**src/rslc_regs.svh**
```systemverilog
// register constants for the remote status and link configuration block
`ifndef RSLC_REGS_SVH
`define RSLC_REGS_SVH
`define RSLC_BASE_RATE       19'h4C4B4
`define RSLC_RATE_DEFAULT    19'h02580
`define RSLC_DIV_DEFAULT     16'h0020
`define RSLC_DIV_STEPS       5'h13
`define RSLC_FLOW_DEFAULT    2'h1
`define RSLC_FLOW_MAX        2'h2
`define RSLC_PARITY_DEFAULT  3'h0
`define RSLC_PARITY_MAX      3'h4
`define RSLC_CLK_MHZ         8'h28
`define RSLC_PULSE_US        8'h01
`define RSLC_PULSE_CYC       8'h28
`define RSLC_STB_ESB_BIT     3'h5
`define RSLC_STB_MSS_BIT     3'h6
`define RSLC_STB_CESB_BIT    3'h3
`define RSLC_STB_OVSB_BIT    3'h0
`endif

```
**src/rslc_pkg.sv**
```systemverilog
// types for the remote status and link configuration block
package rslc_pkg;
  typedef enum logic [3:0] {
    RSLC_CMD_NONE, RSLC_CMD_CLS, RSLC_CMD_STB_Q, RSLC_CMD_SRE_W, RSLC_CMD_SRE_Q,
    RSLC_CMD_ESR_Q, RSLC_CMD_ESE_W, RSLC_CMD_ESE_Q, RSLC_CMD_COMM_ERROR_EVENT_REG_Q, RSLC_CMD_COMM_ERROR_ENABLE_REG_W,
    RSLC_CMD_COMM_ERROR_ENABLE_REG_Q, RSLC_CMD_OVERLOAD_CONDITION_REG_Q, RSLC_CMD_OVERLOAD_EVENT_REG_Q, RSLC_CMD_OVERLOAD_ENABLE_REG_W, RSLC_CMD_OVERLOAD_ENABLE_REG_Q
  } rslc_cmd_type;
  typedef enum logic [2:0] {
    RSLC_LCMD_NONE, RSLC_LCMD_RATE_W, RSLC_LCMD_RATE_Q, RSLC_LCMD_FLOW_W,
    RSLC_LCMD_FLOW_Q, RSLC_LCMD_PAR_W, RSLC_LCMD_PAR_Q, RSLC_LCMD_PULSE_STATUS_MODE_W
  } rslc_lcmd_type;
  typedef enum logic [1:0] {RSLC_DIV_IDLE, RSLC_DIV_RUN, RSLC_DIV_DONE} rslc_div_type;
endpackage

```
**src/rslc_remote_status.sv**
```systemverilog
// remote status registers and serial link settings of the monitor
`include "rslc_regs.svh"
module rslc_remote_status
  import rslc_pkg::*;
(
  input  wire logic        mclk,
  input  wire logic        reset,
  input  wire logic        cmd_valid,
  input  wire rslc_cmd_type cmd_code,
  input  wire logic        cmd_bit_mode,
  input  wire logic [2:0]  cmd_bit,
  input  wire logic [7:0]  cmd_data,
  input  wire logic        lcmd_valid,
  input  wire rslc_lcmd_type lcmd_code,
  input  wire logic [18:0] lcmd_data,
  input  wire logic [7:0]  std_event_in,
  input  wire logic [7:0]  comm_error_in,
  input  wire logic [7:0]  overload_event_in,
  input  wire logic [7:0]  overload_cond_in,
  input  wire logic [7:0]  stb_aux_in,
  output logic      [7:0]  resp_data,
  output logic      [18:0] link_resp_data,
  output logic             resp_valid,
  output logic      [15:0] rate_divisor,
  output logic             rate_busy,
  output logic             bit_tick,
  output logic      [1:0]  flow_select,
  output logic      [2:0]  parity_select,
  output logic             pulse_status_mode,
  output logic             status_n
);
  //////////////////////////////////////////////////////////////////////////////
  logic [7:0]  std_event_reg;
  logic [7:0]  std_enable_reg;
  logic [7:0]  comm_error_event_reg;
  logic [7:0]  comm_error_enable_reg;
  logic [7:0]  overload_event_reg;
  logic [7:0]  overload_enable_reg;
  logic [7:0]  overload_condition_reg;
  logic [7:0]  cond_meta_reg;
  logic [7:0]  sre_reg;
  logic [7:0]  sre_next;
  logic [7:0]  stb_value;
  logic        std_sum;
  logic        ce_sum;
  logic        ov_sum;
  logic        service_req;
  logic        service_req_d_reg;
  logic        latch_reg;
  logic [7:0]  pulse_cnt_reg;
  logic [18:0] actual_rate;
  logic        cmd_go;
  logic        lcmd_go;

  assign cmd_go  = cmd_valid;
  assign lcmd_go = lcmd_valid && !cmd_valid;

  //////////////////////////////////////////////////////////////////////////////
  // condition inputs are asynchronous to mclk, so two flops first
  always_ff @(posedge mclk) begin
    if (reset) begin
      cond_meta_reg          <= 8'h00;
      overload_condition_reg <= 8'h00;
    end else begin
      cond_meta_reg          <= overload_cond_in;
      overload_condition_reg <= cond_meta_reg;
    end
  end

  rslc_event_reg u_std (
    .mclk          (mclk),
    .reset         (reset),
    .event_in      (std_event_in),
    .clear_all     (cmd_go && cmd_code == RSLC_CMD_CLS),
    .read_strobe   (cmd_go && cmd_code == RSLC_CMD_ESR_Q),
    .read_bit_mode (cmd_bit_mode),
    .read_bit      (cmd_bit),
    .en_write      (cmd_go && cmd_code == RSLC_CMD_ESE_W),
    .en_bit_mode   (cmd_bit_mode),
    .en_bit        (cmd_bit),
    .en_data       (cmd_data),
    .event_reg     (std_event_reg),
    .enable_reg    (std_enable_reg),
    .summary       (std_sum)
  );

  rslc_event_reg u_comm (
    .mclk          (mclk),
    .reset         (reset),
    .event_in      (comm_error_in),
    .clear_all     (cmd_go && cmd_code == RSLC_CMD_CLS),
    .read_strobe   (cmd_go && cmd_code == RSLC_CMD_COMM_ERROR_EVENT_REG_Q),
    .read_bit_mode (cmd_bit_mode),
    .read_bit      (cmd_bit),
    .en_write      (cmd_go && cmd_code == RSLC_CMD_COMM_ERROR_ENABLE_REG_W),
    .en_bit_mode   (cmd_bit_mode),
    .en_bit        (cmd_bit),
    .en_data       (cmd_data),
    .event_reg     (comm_error_event_reg),
    .enable_reg    (comm_error_enable_reg),
    .summary       (ce_sum)
  );

  rslc_event_reg u_ovl (
    .mclk          (mclk),
    .reset         (reset),
    .event_in      (overload_event_in),
    .clear_all     (cmd_go && cmd_code == RSLC_CMD_CLS),
    .read_strobe   (cmd_go && cmd_code == RSLC_CMD_OVERLOAD_EVENT_REG_Q),
    .read_bit_mode (cmd_bit_mode),
    .read_bit      (cmd_bit),
    .en_write      (cmd_go && cmd_code == RSLC_CMD_OVERLOAD_ENABLE_REG_W),
    .en_bit_mode   (cmd_bit_mode),
    .en_bit        (cmd_bit),
    .en_data       (cmd_data),
    .event_reg     (overload_event_reg),
    .enable_reg    (overload_enable_reg),
    .summary       (ov_sum)
  );

  //////////////////////////////////////////////////////////////////////////////
  // status byte summaries
  always_comb begin
    stb_value = stb_aux_in;
    stb_value[`RSLC_STB_ESB_BIT]  = std_sum;
    stb_value[`RSLC_STB_CESB_BIT] = ce_sum;
    stb_value[`RSLC_STB_OVSB_BIT] = ov_sum;
    stb_value[`RSLC_STB_MSS_BIT]  = 1'b0;
    stb_value[`RSLC_STB_MSS_BIT]  = |(stb_value & sre_reg);
  end
  assign service_req = stb_value[`RSLC_STB_MSS_BIT];

  always_comb begin
    sre_next = sre_reg;
    if (cmd_go && cmd_code == RSLC_CMD_SRE_W) begin
      if (cmd_bit_mode) begin
        sre_next[cmd_bit] = cmd_data[0];
      end else begin
        sre_next = cmd_data;
      end
    end
  end

  always_ff @(posedge mclk) begin
    if (reset) begin
      sre_reg <= 8'h00;
    end else begin
      sre_reg <= sre_next;
    end
  end

  //////////////////////////////////////////////////////////////////////////////
  // response mux; reads see the value before the clearing edge
  function automatic logic [7:0] pick(input logic [7:0] v, input logic bm, input logic [2:0] b);
    pick = bm ? {7'h00, v[b]} : v;
  endfunction

  always_ff @(posedge mclk) begin
    if (reset) begin
      resp_data      <= 8'h00;
      link_resp_data <= 19'h00000;
      resp_valid     <= 1'b0;
    end else begin
      resp_valid <= 1'b0;
      if (cmd_go) begin
        resp_valid <= 1'b1;
        unique case (cmd_code)
          RSLC_CMD_STB_Q:  resp_data <= pick(stb_value, cmd_bit_mode, cmd_bit);
          RSLC_CMD_SRE_Q:  resp_data <= pick(sre_reg, cmd_bit_mode, cmd_bit);
          RSLC_CMD_ESR_Q:  resp_data <= pick(std_event_reg, cmd_bit_mode, cmd_bit);
          RSLC_CMD_ESE_Q:  resp_data <= pick(std_enable_reg, cmd_bit_mode, cmd_bit);
          RSLC_CMD_COMM_ERROR_EVENT_REG_Q: resp_data <= pick(comm_error_event_reg, cmd_bit_mode, cmd_bit);
          RSLC_CMD_COMM_ERROR_ENABLE_REG_Q: resp_data <= pick(comm_error_enable_reg, cmd_bit_mode, cmd_bit);
          RSLC_CMD_OVERLOAD_CONDITION_REG_Q: resp_data <= pick(overload_condition_reg, cmd_bit_mode, cmd_bit);
          RSLC_CMD_OVERLOAD_EVENT_REG_Q: resp_data <= pick(overload_event_reg, cmd_bit_mode, cmd_bit);
          RSLC_CMD_OVERLOAD_ENABLE_REG_Q: resp_data <= pick(overload_enable_reg, cmd_bit_mode, cmd_bit);
          default:         resp_valid <= 1'b0;
        endcase
      end else if (lcmd_go) begin
        resp_valid <= 1'b1;
        unique case (lcmd_code)
          RSLC_LCMD_RATE_Q: link_resp_data <= actual_rate;
          RSLC_LCMD_FLOW_Q: resp_data <= {6'h00, flow_select};
          RSLC_LCMD_PAR_Q:  resp_data <= {5'h00, parity_select};
          default: begin
            resp_valid <= 1'b0;
            if (lcmd_code == RSLC_LCMD_PULSE_STATUS_MODE_W) begin
              resp_valid <= 1'b0;
            end
          end
        endcase
      end
    end
  end

  //////////////////////////////////////////////////////////////////////////////
  // default divisor 32, which produces 9765
  rslc_rate_div u_rate (
    .mclk        (mclk),
    .reset       (reset),
    .set_rate    (lcmd_go && lcmd_code == RSLC_LCMD_RATE_W),
    .req_rate    (lcmd_data),
    .divisor     (rate_divisor),
    .actual_rate (actual_rate),
    .busy        (rate_busy),
    .bit_tick    (bit_tick)
  );

  always_ff @(posedge mclk) begin
    if (reset) begin
      flow_select <= `RSLC_FLOW_DEFAULT;
    end else if (lcmd_go && lcmd_code == RSLC_LCMD_FLOW_W
                 && lcmd_data[1:0] <= `RSLC_FLOW_MAX && lcmd_data[18:2] == 17'h00000) begin
      flow_select <= lcmd_data[1:0];
    end
  end

  always_ff @(posedge mclk) begin
    if (reset) begin
      parity_select <= `RSLC_PARITY_DEFAULT;
    end else if (lcmd_go && lcmd_code == RSLC_LCMD_PAR_W
                 && lcmd_data[2:0] <= `RSLC_PARITY_MAX && lcmd_data[18:3] == 16'h0000) begin
      parity_select <= lcmd_data[2:0];
    end
  end

  always_ff @(posedge mclk) begin
    if (reset) begin
      pulse_status_mode <= 1'b0;
    end else if (lcmd_go && lcmd_code == RSLC_LCMD_PULSE_STATUS_MODE_W && lcmd_data[18:1] == 18'h00000) begin
      pulse_status_mode <= lcmd_data[0];
    end
  end

  //////////////////////////////////////////////////////////////////////////////
  always_ff @(posedge mclk) begin
    if (reset) begin
      service_req_d_reg <= 1'b0;
    end else begin
      service_req_d_reg <= service_req;
    end
  end

  always_ff @(posedge mclk) begin
    if (reset) begin
      latch_reg <= 1'b0;
    end else if (!pulse_status_mode && service_req && !service_req_d_reg) begin
      latch_reg <= 1'b1;
    end else if (cmd_go && cmd_code == RSLC_CMD_STB_Q && !cmd_bit_mode) begin
      latch_reg <= 1'b0;
    end else if (pulse_status_mode) begin
      latch_reg <= 1'b0;
    end
  end

  always_ff @(posedge mclk) begin
    if (reset) begin
      pulse_cnt_reg <= 8'h00;
    end else if (pulse_status_mode && service_req && !service_req_d_reg) begin
      pulse_cnt_reg <= `RSLC_PULSE_CYC;
    end else if (pulse_cnt_reg != 8'h00) begin
      pulse_cnt_reg <= pulse_cnt_reg - 8'h01;
    end
  end

  assign status_n = !(latch_reg || pulse_cnt_reg != 8'h00);

  a_stb_release: assert property (@(posedge mclk) disable iff (reset)
    (cmd_go && cmd_code == RSLC_CMD_STB_Q && !cmd_bit_mode && !(service_req && !service_req_d_reg)
     && pulse_cnt_reg == 8'h00) |=> status_n)
    else $error("status line not released by whole query");
  a_stb_bit_keep: assert property (@(posedge mclk) disable iff (reset)
    (cmd_go && cmd_code == RSLC_CMD_STB_Q && cmd_bit_mode && latch_reg) |=> !status_n)
    else $error("bit query released status line");
  a_pulse_width: assert property (@(posedge mclk) disable iff (reset)
    (pulse_status_mode && service_req && !service_req_d_reg) |=> (!status_n)[*8])
    else $error("status pulse too short");
  a_cls_zero: assert property (@(posedge mclk) disable iff (reset)
    (cmd_go && cmd_code == RSLC_CMD_CLS && std_event_in == 8'h00 && comm_error_in == 8'h00
     && overload_event_in == 8'h00) |=> (std_event_reg == 8'h00 && overload_event_reg == 8'h00
     && comm_error_event_reg == 8'h00))
    else $error("clear status left event bits");
  a_flow_legal: assert property (@(posedge mclk) disable iff (reset)
    flow_select <= `RSLC_FLOW_MAX)
    else $error("illegal flow code");
  a_parity_legal: assert property (@(posedge mclk) disable iff (reset)
    parity_select <= `RSLC_PARITY_MAX)
    else $error("illegal parity code");
  a_esr_clear: assert property (@(posedge mclk) disable iff (reset)
    (cmd_go && cmd_code == RSLC_CMD_ESR_Q && !cmd_bit_mode && std_event_in == 8'h00)
    |=> std_event_reg == 8'h00)
    else $error("standard event read did not clear");
  a_cond_stable: assert property (@(posedge mclk) disable iff (reset)
    (cmd_go && cmd_code == RSLC_CMD_OVERLOAD_CONDITION_REG_Q) |=> $stable(sre_reg))
    else $error("condition query altered state");

  c_pulse: cover property (@(posedge mclk) disable iff (reset)
    pulse_status_mode && service_req && !service_req_d_reg);
  c_latch_release: cover property (@(posedge mclk) disable iff (reset)
    latch_reg ##1 (cmd_go && cmd_code == RSLC_CMD_STB_Q && !cmd_bit_mode));
  c_rate_set: cover property (@(posedge mclk) disable iff (reset) $fell(rate_busy));
endmodule // rslc_remote_status

```
**src/rslc_event_reg.sv**
```systemverilog
// one sticky event register with its enable mask
`include "rslc_regs.svh"
module rslc_event_reg
  import rslc_pkg::*;
(
  input  wire logic       mclk,
  input  wire logic       reset,
  input  wire logic [7:0] event_in,
  input  wire logic       clear_all,
  input  wire logic       read_strobe,
  input  wire logic       read_bit_mode,
  input  wire logic [2:0] read_bit,
  input  wire logic       en_write,
  input  wire logic       en_bit_mode,
  input  wire logic [2:0] en_bit,
  input  wire logic [7:0] en_data,
  output logic      [7:0] event_reg,
  output logic      [7:0] enable_reg,
  output logic            summary
);
  logic [7:0] read_mask;
  logic [7:0] event_next;
  logic [7:0] enable_next;

  always_comb begin
    read_mask = 8'h00;
    if (read_strobe) begin
      read_mask = read_bit_mode ? (8'h01 << read_bit) : 8'hFF;
    end
    if (clear_all) begin
      read_mask = 8'hFF;
    end
    event_next = (event_reg & ~read_mask) | event_in;
  end

  always_ff @(posedge mclk) begin
    if (reset) begin
      event_reg <= 8'h00;
    end else begin
      event_reg <= event_next;
    end
  end

  always_comb begin
    enable_next = enable_reg;
    if (en_write) begin
      if (en_bit_mode) begin
        enable_next[en_bit] = en_data[0];
      end else begin
        enable_next = en_data;
      end
    end
  end

  always_ff @(posedge mclk) begin
    if (reset) begin
      enable_reg <= 8'h00;
    end else begin
      enable_reg <= enable_next;
    end
  end

  assign summary = |(event_reg & enable_reg);

  a_sticky_hold: assert property (@(posedge mclk) disable iff (reset)
    (event_reg != 8'h00 && !read_strobe && !clear_all) |=> ((event_reg & $past(event_reg)) == $past(event_reg)))
    else $error("event bit lost without read");
  a_bit_write_only: assert property (@(posedge mclk) disable iff (reset)
    (en_write && en_bit_mode) |=> ((enable_reg ^ $past(enable_reg)) & ~(8'h01 << $past(en_bit))) == 8'h00)
    else $error("indexed enable write touched other bits");
endmodule // rslc_event_reg

```
**src/rslc_rate_div.sv**
```systemverilog
// serial rate divisor and bit enable generator
`include "rslc_regs.svh"
module rslc_rate_div
  import rslc_pkg::*;
(
  input  wire logic        mclk,
  input  wire logic        reset,
  input  wire logic        set_rate,
  input  wire logic [18:0] req_rate,
  output logic      [15:0] divisor,
  output logic      [18:0] actual_rate,
  output logic             busy,
  output logic             bit_tick
);
  rslc_div_type state_reg;
  logic [18:0]  num_reg;
  logic [18:0]  part_reg;
  logic [18:0]  quot_reg;
  logic [18:0]  den_reg;
  logic [4:0]   step_reg;
  logic [15:0]  tick_cnt_reg;
  logic         act_phase_reg;
  logic [19:0]  trial;
  logic [19:0]  diff;
  logic         fits;
  logic [15:0]  new_div;

  assign busy = (state_reg != RSLC_DIV_IDLE);

  // one quotient bit per cycle keeps the busy window short
  always_comb begin
    trial   = {part_reg, num_reg[18]};
    diff    = trial - {1'b0, den_reg};
    fits    = (trial >= {1'b0, den_reg});
    new_div = quot_reg[15:0];
    if (quot_reg[18:16] != 3'h0) begin
      new_div = 16'hFFFF;
    end else if (quot_reg[15:0] == 16'h0000) begin
      new_div = 16'h0001;
    end
  end

  always_ff @(posedge mclk) begin
    if (reset) begin
      state_reg     <= RSLC_DIV_IDLE;
      num_reg       <= 19'h00000;
      part_reg      <= 19'h00000;
      quot_reg      <= 19'h00000;
      den_reg       <= 19'h00001;
      step_reg      <= 5'h00;
      act_phase_reg <= 1'b0;
      divisor       <= `RSLC_DIV_DEFAULT;
      actual_rate   <= 19'h00000;
    end else begin
      unique case (state_reg)
        RSLC_DIV_IDLE: begin
          if (set_rate && req_rate != 19'h00000) begin
            // base plus half the request rounds to nearest divisor
            num_reg       <= `RSLC_BASE_RATE + {1'b0, req_rate[18:1]};
            den_reg       <= req_rate;
            part_reg      <= 19'h00000;
            quot_reg      <= 19'h00000;
            step_reg      <= `RSLC_DIV_STEPS;
            act_phase_reg <= 1'b0;
            state_reg     <= RSLC_DIV_RUN;
          end else if (actual_rate == 19'h00000) begin
            num_reg       <= `RSLC_BASE_RATE;
            den_reg       <= {3'h0, `RSLC_DIV_DEFAULT};
            part_reg      <= 19'h00000;
            quot_reg      <= 19'h00000;
            step_reg      <= `RSLC_DIV_STEPS;
            act_phase_reg <= 1'b1;
            state_reg     <= RSLC_DIV_RUN;
          end
        end
        RSLC_DIV_RUN: begin
          if (step_reg != 5'h00) begin
            part_reg <= fits ? diff[18:0] : trial[18:0];
            num_reg  <= {num_reg[17:0], 1'b0};
            quot_reg <= {quot_reg[17:0], fits};
            step_reg <= step_reg - 5'h01;
          end else if (!act_phase_reg) begin
            divisor       <= new_div;
            num_reg       <= `RSLC_BASE_RATE;
            den_reg       <= {3'h0, new_div};
            part_reg      <= 19'h00000;
            quot_reg      <= 19'h00000;
            step_reg      <= `RSLC_DIV_STEPS;
            act_phase_reg <= 1'b1;
          end else begin
            state_reg <= RSLC_DIV_DONE;
          end
        end
        RSLC_DIV_DONE: begin
          actual_rate <= quot_reg;
          state_reg   <= RSLC_DIV_IDLE;
        end
        default: state_reg <= RSLC_DIV_IDLE;
      endcase
    end
  end

  always_ff @(posedge mclk) begin
    if (reset) begin
      tick_cnt_reg <= 16'h0000;
      bit_tick     <= 1'b0;
    end else if (tick_cnt_reg + 16'h0001 >= divisor) begin
      tick_cnt_reg <= 16'h0000;
      bit_tick     <= 1'b1;
    end else begin
      tick_cnt_reg <= tick_cnt_reg + 16'h0001;
      bit_tick     <= 1'b0;
    end
  end
endmodule // rslc_rate_div

```
**config.mk**
```make
export PLATFORM = sky130hd
export DESIGN_NAME = rslc_remote_status
export DESIGN_NICKNAME = d
export VERILOG_FILES = /design/src/rslc_pkg.sv /design/src/rslc_remote_status.sv /design/src/rslc_event_reg.sv /design/src/rslc_rate_div.sv
export VERILOG_INCLUDE_DIRS = /design/src /design/src/src
export SDC_FILE = /design/constraint.sdc
export NUM_CORES = 1
export LEC_CHECK = 0
export BUFFER_PORTS_ARGS = -buffer_cell sky130_fd_sc_hd__buf_2
export CORE_AREA = 2 2 168 186
export DETAILED_ROUTE_END_ITERATION = 10
export DIE_AREA = 0 0 170 188
export HOLD_SLACK_MARGIN = 0.05
export PLACE_DENSITY_LB_ADDON = 0.12
export SLEW_MARGIN = 20
export SYNTH_ARGS = -nofsm -noshare
export SYNTH_HDL_FRONTEND = slang
export SYNTH_SLANG_ARGS = --single-unit
```
**constraint.sdc**
```tcl
create_clock -name mclk -period 5.7 [get_ports mclk]
set_clock_uncertainty 0.1 [all_clocks]
set_input_delay 0.285 -clock mclk [delete_from_list [all_inputs] [get_ports mclk]]
set_output_delay 0.285 -clock mclk [all_outputs]
set_load 0.005 [all_outputs]
```
# ---- After elaboration in Yosys (flattened, before gate mapping)
# Cells that the tools add are included.
dict set report totals {
  reg_bits 252
  in_bits 82
  output_inout_bits 53
  word_cells 242
}
dict set report classes {
  n_reduce_logical 63
  order_cmp 6
  add_sub_neg 5
  muxes 92
  bitwise 16
  eq_ne 29
  n_shift 1
}
# op n
set op_table {}
lappend op_table {{two-way mux 19 bit} 14}
lappend op_table {{two-way mux 8 bit} 22}
lappend op_table {{case mux 19 bit (2 select lines)} 4}
lappend op_table {{case mux 8 bit (9 select lines)} 1}
lappend op_table {{AND 8 bit} 7}
lappend op_table {{bitwise mux 8 bit} 4}
lappend op_table {{zero test 16 bit} 2}
lappend op_table {{two-way mux 16 bit} 2}
lappend op_table {{OR reduction 8 bit} 4}
lappend op_table {{== test 4 bit (second input constant)} 7}
lappend op_table {{binary-select mux 1 bit (select 3 bit)} 9}
lappend op_table {{logical AND 1 bit} 26}
lappend op_table {{NOT 8 bit} 3}
lappend op_table {{bitwise OR 8 bit} 3}
lappend op_table {{two-way mux 1 bit} 21}
lappend op_table {{greater-or-equal comparator 20 x 19 -> 1 bit} 1}
lappend op_table {{two-way mux 5 bit} 4}
lappend op_table {{adder 19 x 18 -> 19 bit (first input constant)} 1}
lappend op_table {{zero test 19 bit} 1}
lappend op_table {{nonzero test 19 bit} 1}
lappend op_table {{subtractor 19 bit} 1}
lappend op_table {{zero test 18 bit} 1}
lappend op_table {{AND reduction 3 bit} 6}
lappend op_table {{zero test 17 bit} 1}
lappend op_table {{41 further kinds} 66}

# ---- Logic depth before layout (Yosys ltp)
dict set report depth {
  depth_word 9
  ltp_mapped 14
}

# ---- By module
# From an unflattened synthesis, not the netlist that was laid out.
dict set report unflattened {
  cells_unflattened 1777
  hier_area_um2 14615.3
}
# module seq_area_each_um2 n_inst cells_per_inst area_each_um2
set by_module_without_submodules {}
lappend by_module_without_submodules {rslc_rate_div 2722.6 1 917 7450.9}
lappend by_module_without_submodules {rslc_remote_status 1361.3 1 536 4251.6}
lappend by_module_without_submodules {rslc_event_reg 320.3 3 108 970.9}

# ---- Worst setup path after synthesis
# OpenSTA, ideal clock, no wires.
dict set report synth_path {
  path_kind {flip-flop to flip-flop}
  from {register u_rate.tick_cnt_reg[0]}
  to {register u_rate.tick_cnt_reg[10]}
  n_path_buf 1
  path_stages_with_launch 15
  t_arrival_ps 2637
  slack_ps 2877
  setup_time_ps 86
  cell_sequence {dfxtp_1 -> ha_1 -> nand2_1 -> nor2_1 -> nand4_1 -> or2_2 -> xnor2_1 -> ha_1 -> a21o_1 -> a21oi_1 -> nor2b_1 -> o21ai_0 -> nand2b_1 -> clkbuf_1 -> a211oi_1}
}
dict set report synth_between {
  elab_chain_len 3
}
# item line
set synth_rtl {}
lappend synth_rtl {{start: declaration} rslc_rate_div.sv:21} ;# logic [15:0] tick_cnt_reg;
lappend synth_rtl {{start signal: assignment} rslc_rate_div.sv:111} ;# tick_cnt_reg <= tick_cnt_reg + 16'h0001;
lappend synth_rtl {{adder 16 x 1 -> 16 bit *} {rslc_rate_div.sv:107, rslc_rate_div.sv:111}}
lappend synth_rtl {{greater-or-equal comparator 16 bit} rslc_rate_div.sv:107} ;# end else if (tick_cnt_reg + 16'h0001 >= divisor) begin
lappend synth_rtl {{OR reduction 2 bit (no source line)} -}
# Every way passes the cells marked *; elsewhere a longest branch is shown, timed or not.
# A chain may end at the register's enable or synchronous reset.

# ---- Worst setup path in the final report
dict set report layout_path {
  from {register u_rate.tick_cnt_reg[0]}
  to {register u_rate.tick_cnt_reg[0]}
}
# Same word-level chain as after synthesis.

==> flow_summary.toml <==
[yosys]
synth_top_cell_area_share_pct = 38.6
ys_seq_area_share_pct = 38.6
ys.flop_type = "dfxtp_1"
yosysMostFrequentCell = "dfxtp_1"
synth.avg_cell_area_um2 = 8.07
synthTopCellsByCount = "252 x dfxtp_1, 210 x nor2_1, 184 x nand2_1, 124 x a21oi_1, 80 x clkbuf_1"
syn_area_um2 = 13100
syn_inst = 1622
syn-num-nets = 1745
synth-edff-count = 0
synth_largest_area_cell = "dfxtp_1"
ys_top_cells_by_area = "dfxtp_1 39%, nor2_1 6.0%, nand2_1 5.3%"
synthDistinctLibCells = 79
ys_seq_elements = 252
ys_warn_count = 0
ys_async_sr_fraction_pct = 0

[job]
cap_viol_max_count = 0

[placement]
io_buffers = 130
dp_slack_ns = 2.14
gp_congestion = 0.927
hpwlAfterDp_um = 28800
placedCellCount = 2048

[final_layout]
areaGrowthSynthToFinish_pct = 17.7
finalNonFillerCells = 2142
final_util_pct = 51.1
nets = 1863
layout-drive-gt1-share_pct = 13.3

[clock_tree]
cts_resized = 0
cts_setup_buffers = 0
insertion_delay_ns = 0.56
htree_levels = 1
clk_pin_slew_worst_paths_ns = 0.06
numCtsBuffers = 29
cts_sinks = 252
clockBufferDepth = 3
cts_tree = "built"
clock-root-buffer = "clkbuf_16"

[sta]
finalHoldViolations = 0
slew_headroom_pct = 27.3
worst_slew_pin_slew_ns = 1.09
drv_slew = 0
timing.hold.ws_ns = 0.0887
finalSetupViolCount = 0
setup-tns-final_ns = 0
post-route-period-util_pct = 60.7
fmax_ghz = 0.289
rsz0062_at_grt = "no"
fin_ws_ns = 2.24
fin_crit_ns = 3.46

[pwr]
p_per_area_nw_per_um2 = 383
p_leak_uw = 0.00597
max-vdd-ir-drop_uv = 289

[setup_path]
crit_path_max_fanout = 17
crit_start = "u_rate.tick_cnt_reg[0]"
worstPathRequired_ns = 6.03
cp.arrival_ns = 3.79
r2r_slack_ns = 2.24
startpoint_type = "flip-flop"
r2r-start = "u_rate.tick_cnt_reg[0]"
timing.critical_path.to_type = "flip-flop"
worstSetupPathType = "flip-flop to flip-flop"

[detailed_routing]
drt-total-wl_um = 40300
drc = 0
drtPass1Iterations = 7
routed-wl-met3_um = 1890
via_per_inst = 5.82
wl_per_cell_um = 18.8
drt_iter0_drc = 1100
vias = 12500
highest_layer = "met4"
antenna_left = 0
route.met2.wl_um = 19200
m1WireLength_um = 17300

[global_route]
track_usage_pct = 24.8
grt_pass1_wl_um = 63900
antenna_found_initial = 1
grt_pass1_vias = 12000
grt_max_degree = 82
overflow = 0

[floorplan]
dieHeight_um = 188
dieArea_um2 = 32000
initial_core_util_pct = 43.4
ios = 135
die_x_um = 170
row_count = 67
core_area_um2 = 30200

[hold_path]
min_from = "cmd_data[7]"
hp-class = "primary input to flip-flop"

[run_status]
outcome = "complete, no violations"
## per-layer routing
metal / global-route usage (%) / vias up
met2: 41.8 / 391
met4: 11.9 / 0
met1: 31.5 / 5852
met3: 2.95 / 119
li1: - / 6099
met5: 0 / -
## critical path, stage by stage, from the launching register on
cell and delay (ns):
dfxtp_1 0.38, ha_1 0.22, nand2_1 0.06, nor2_1 0.28, nand4_1 0.18, or2_2 0.32
xnor2_1 0.21, ha_1 0.28, a21o_1 0.16, a21oi_1 0.13, nor2b_1 0.05, o21ai_0 0.14
nand2b_1 0.35, a2111oi_0 0.48
## kinds of logic (layout without fill, tap and decap cells)
family,after synthesis,in the layout,synth area share [%]
and+or+nand+nor,641,641,22.6
other,0,1,0
muxes,55,55,4.70
DFF,252,252,38.6
buffers and inverters,157,297,4.87
xor gates and xnor gates,47,47,3.15
AOI/OAI and AO/OA,429,429,22.1
adders and majority gates,41,41,3.98
## through the flow
stage / instance area [µm²] / total power [µW]
after detailed placement: 14000 / 3910
after global routing: 15400 / 6250
after floorplan: 13100 / 3490
after CTS: 15400 / 5950
final: 15400 / 5910
after global placement: 14000 / 3880
## final cells by class
class                      count  area, µm²
antenna                        1       2.50
clock buffer                  42        845
clock inverter                11        201
fill                        2961      14800
inverter                      56        210
multi-input combinational   1213       7440
sequential                   252       5040
tap                          379        474
timing repair buffer         188       1190
## path summary, 6_finish.rpt
| check | cells after the start | to |
|---|---|---|
| worst max-delay path | 13 | u_rate.tick_cnt_reg[0] |
| worst min-delay path | 5 | u_std.enable_reg[7] |
| worst max register to register | 13 | u_rate.tick_cnt_reg[0] |
| worst min register to register | 1 | overload_condition_reg[2] |
## layout by cell type, fill, tap and decap left out, drive strengths merged, types with 40 or more instances in the layout
cell type	count
a211oi	57
ha	40
o21ai	48
clkbuf	42
buf	148
nand2	185
a22oi	51
dlygate4sd3	40
nor3	59
nor2	211
inv	57
dfxtp	252
nand3	46
a21oi	125
## power breakdown
| part | switching (µW) | total, µW | internal, µW |
|---|---|---|---|
| Clock | 759 | 2010 | 1260 |
| Sequential | 111 | 2020 | 1910 |
| Combinational | 1010 | 1880 | 865 |
## what timing repair did
action	4_1_cts	5_1_grt
hold buffers	40	0
endpoints found under the hold margin	47	0
setup endpoints to repair	0	0
Power figures use the tool's default switching activity.
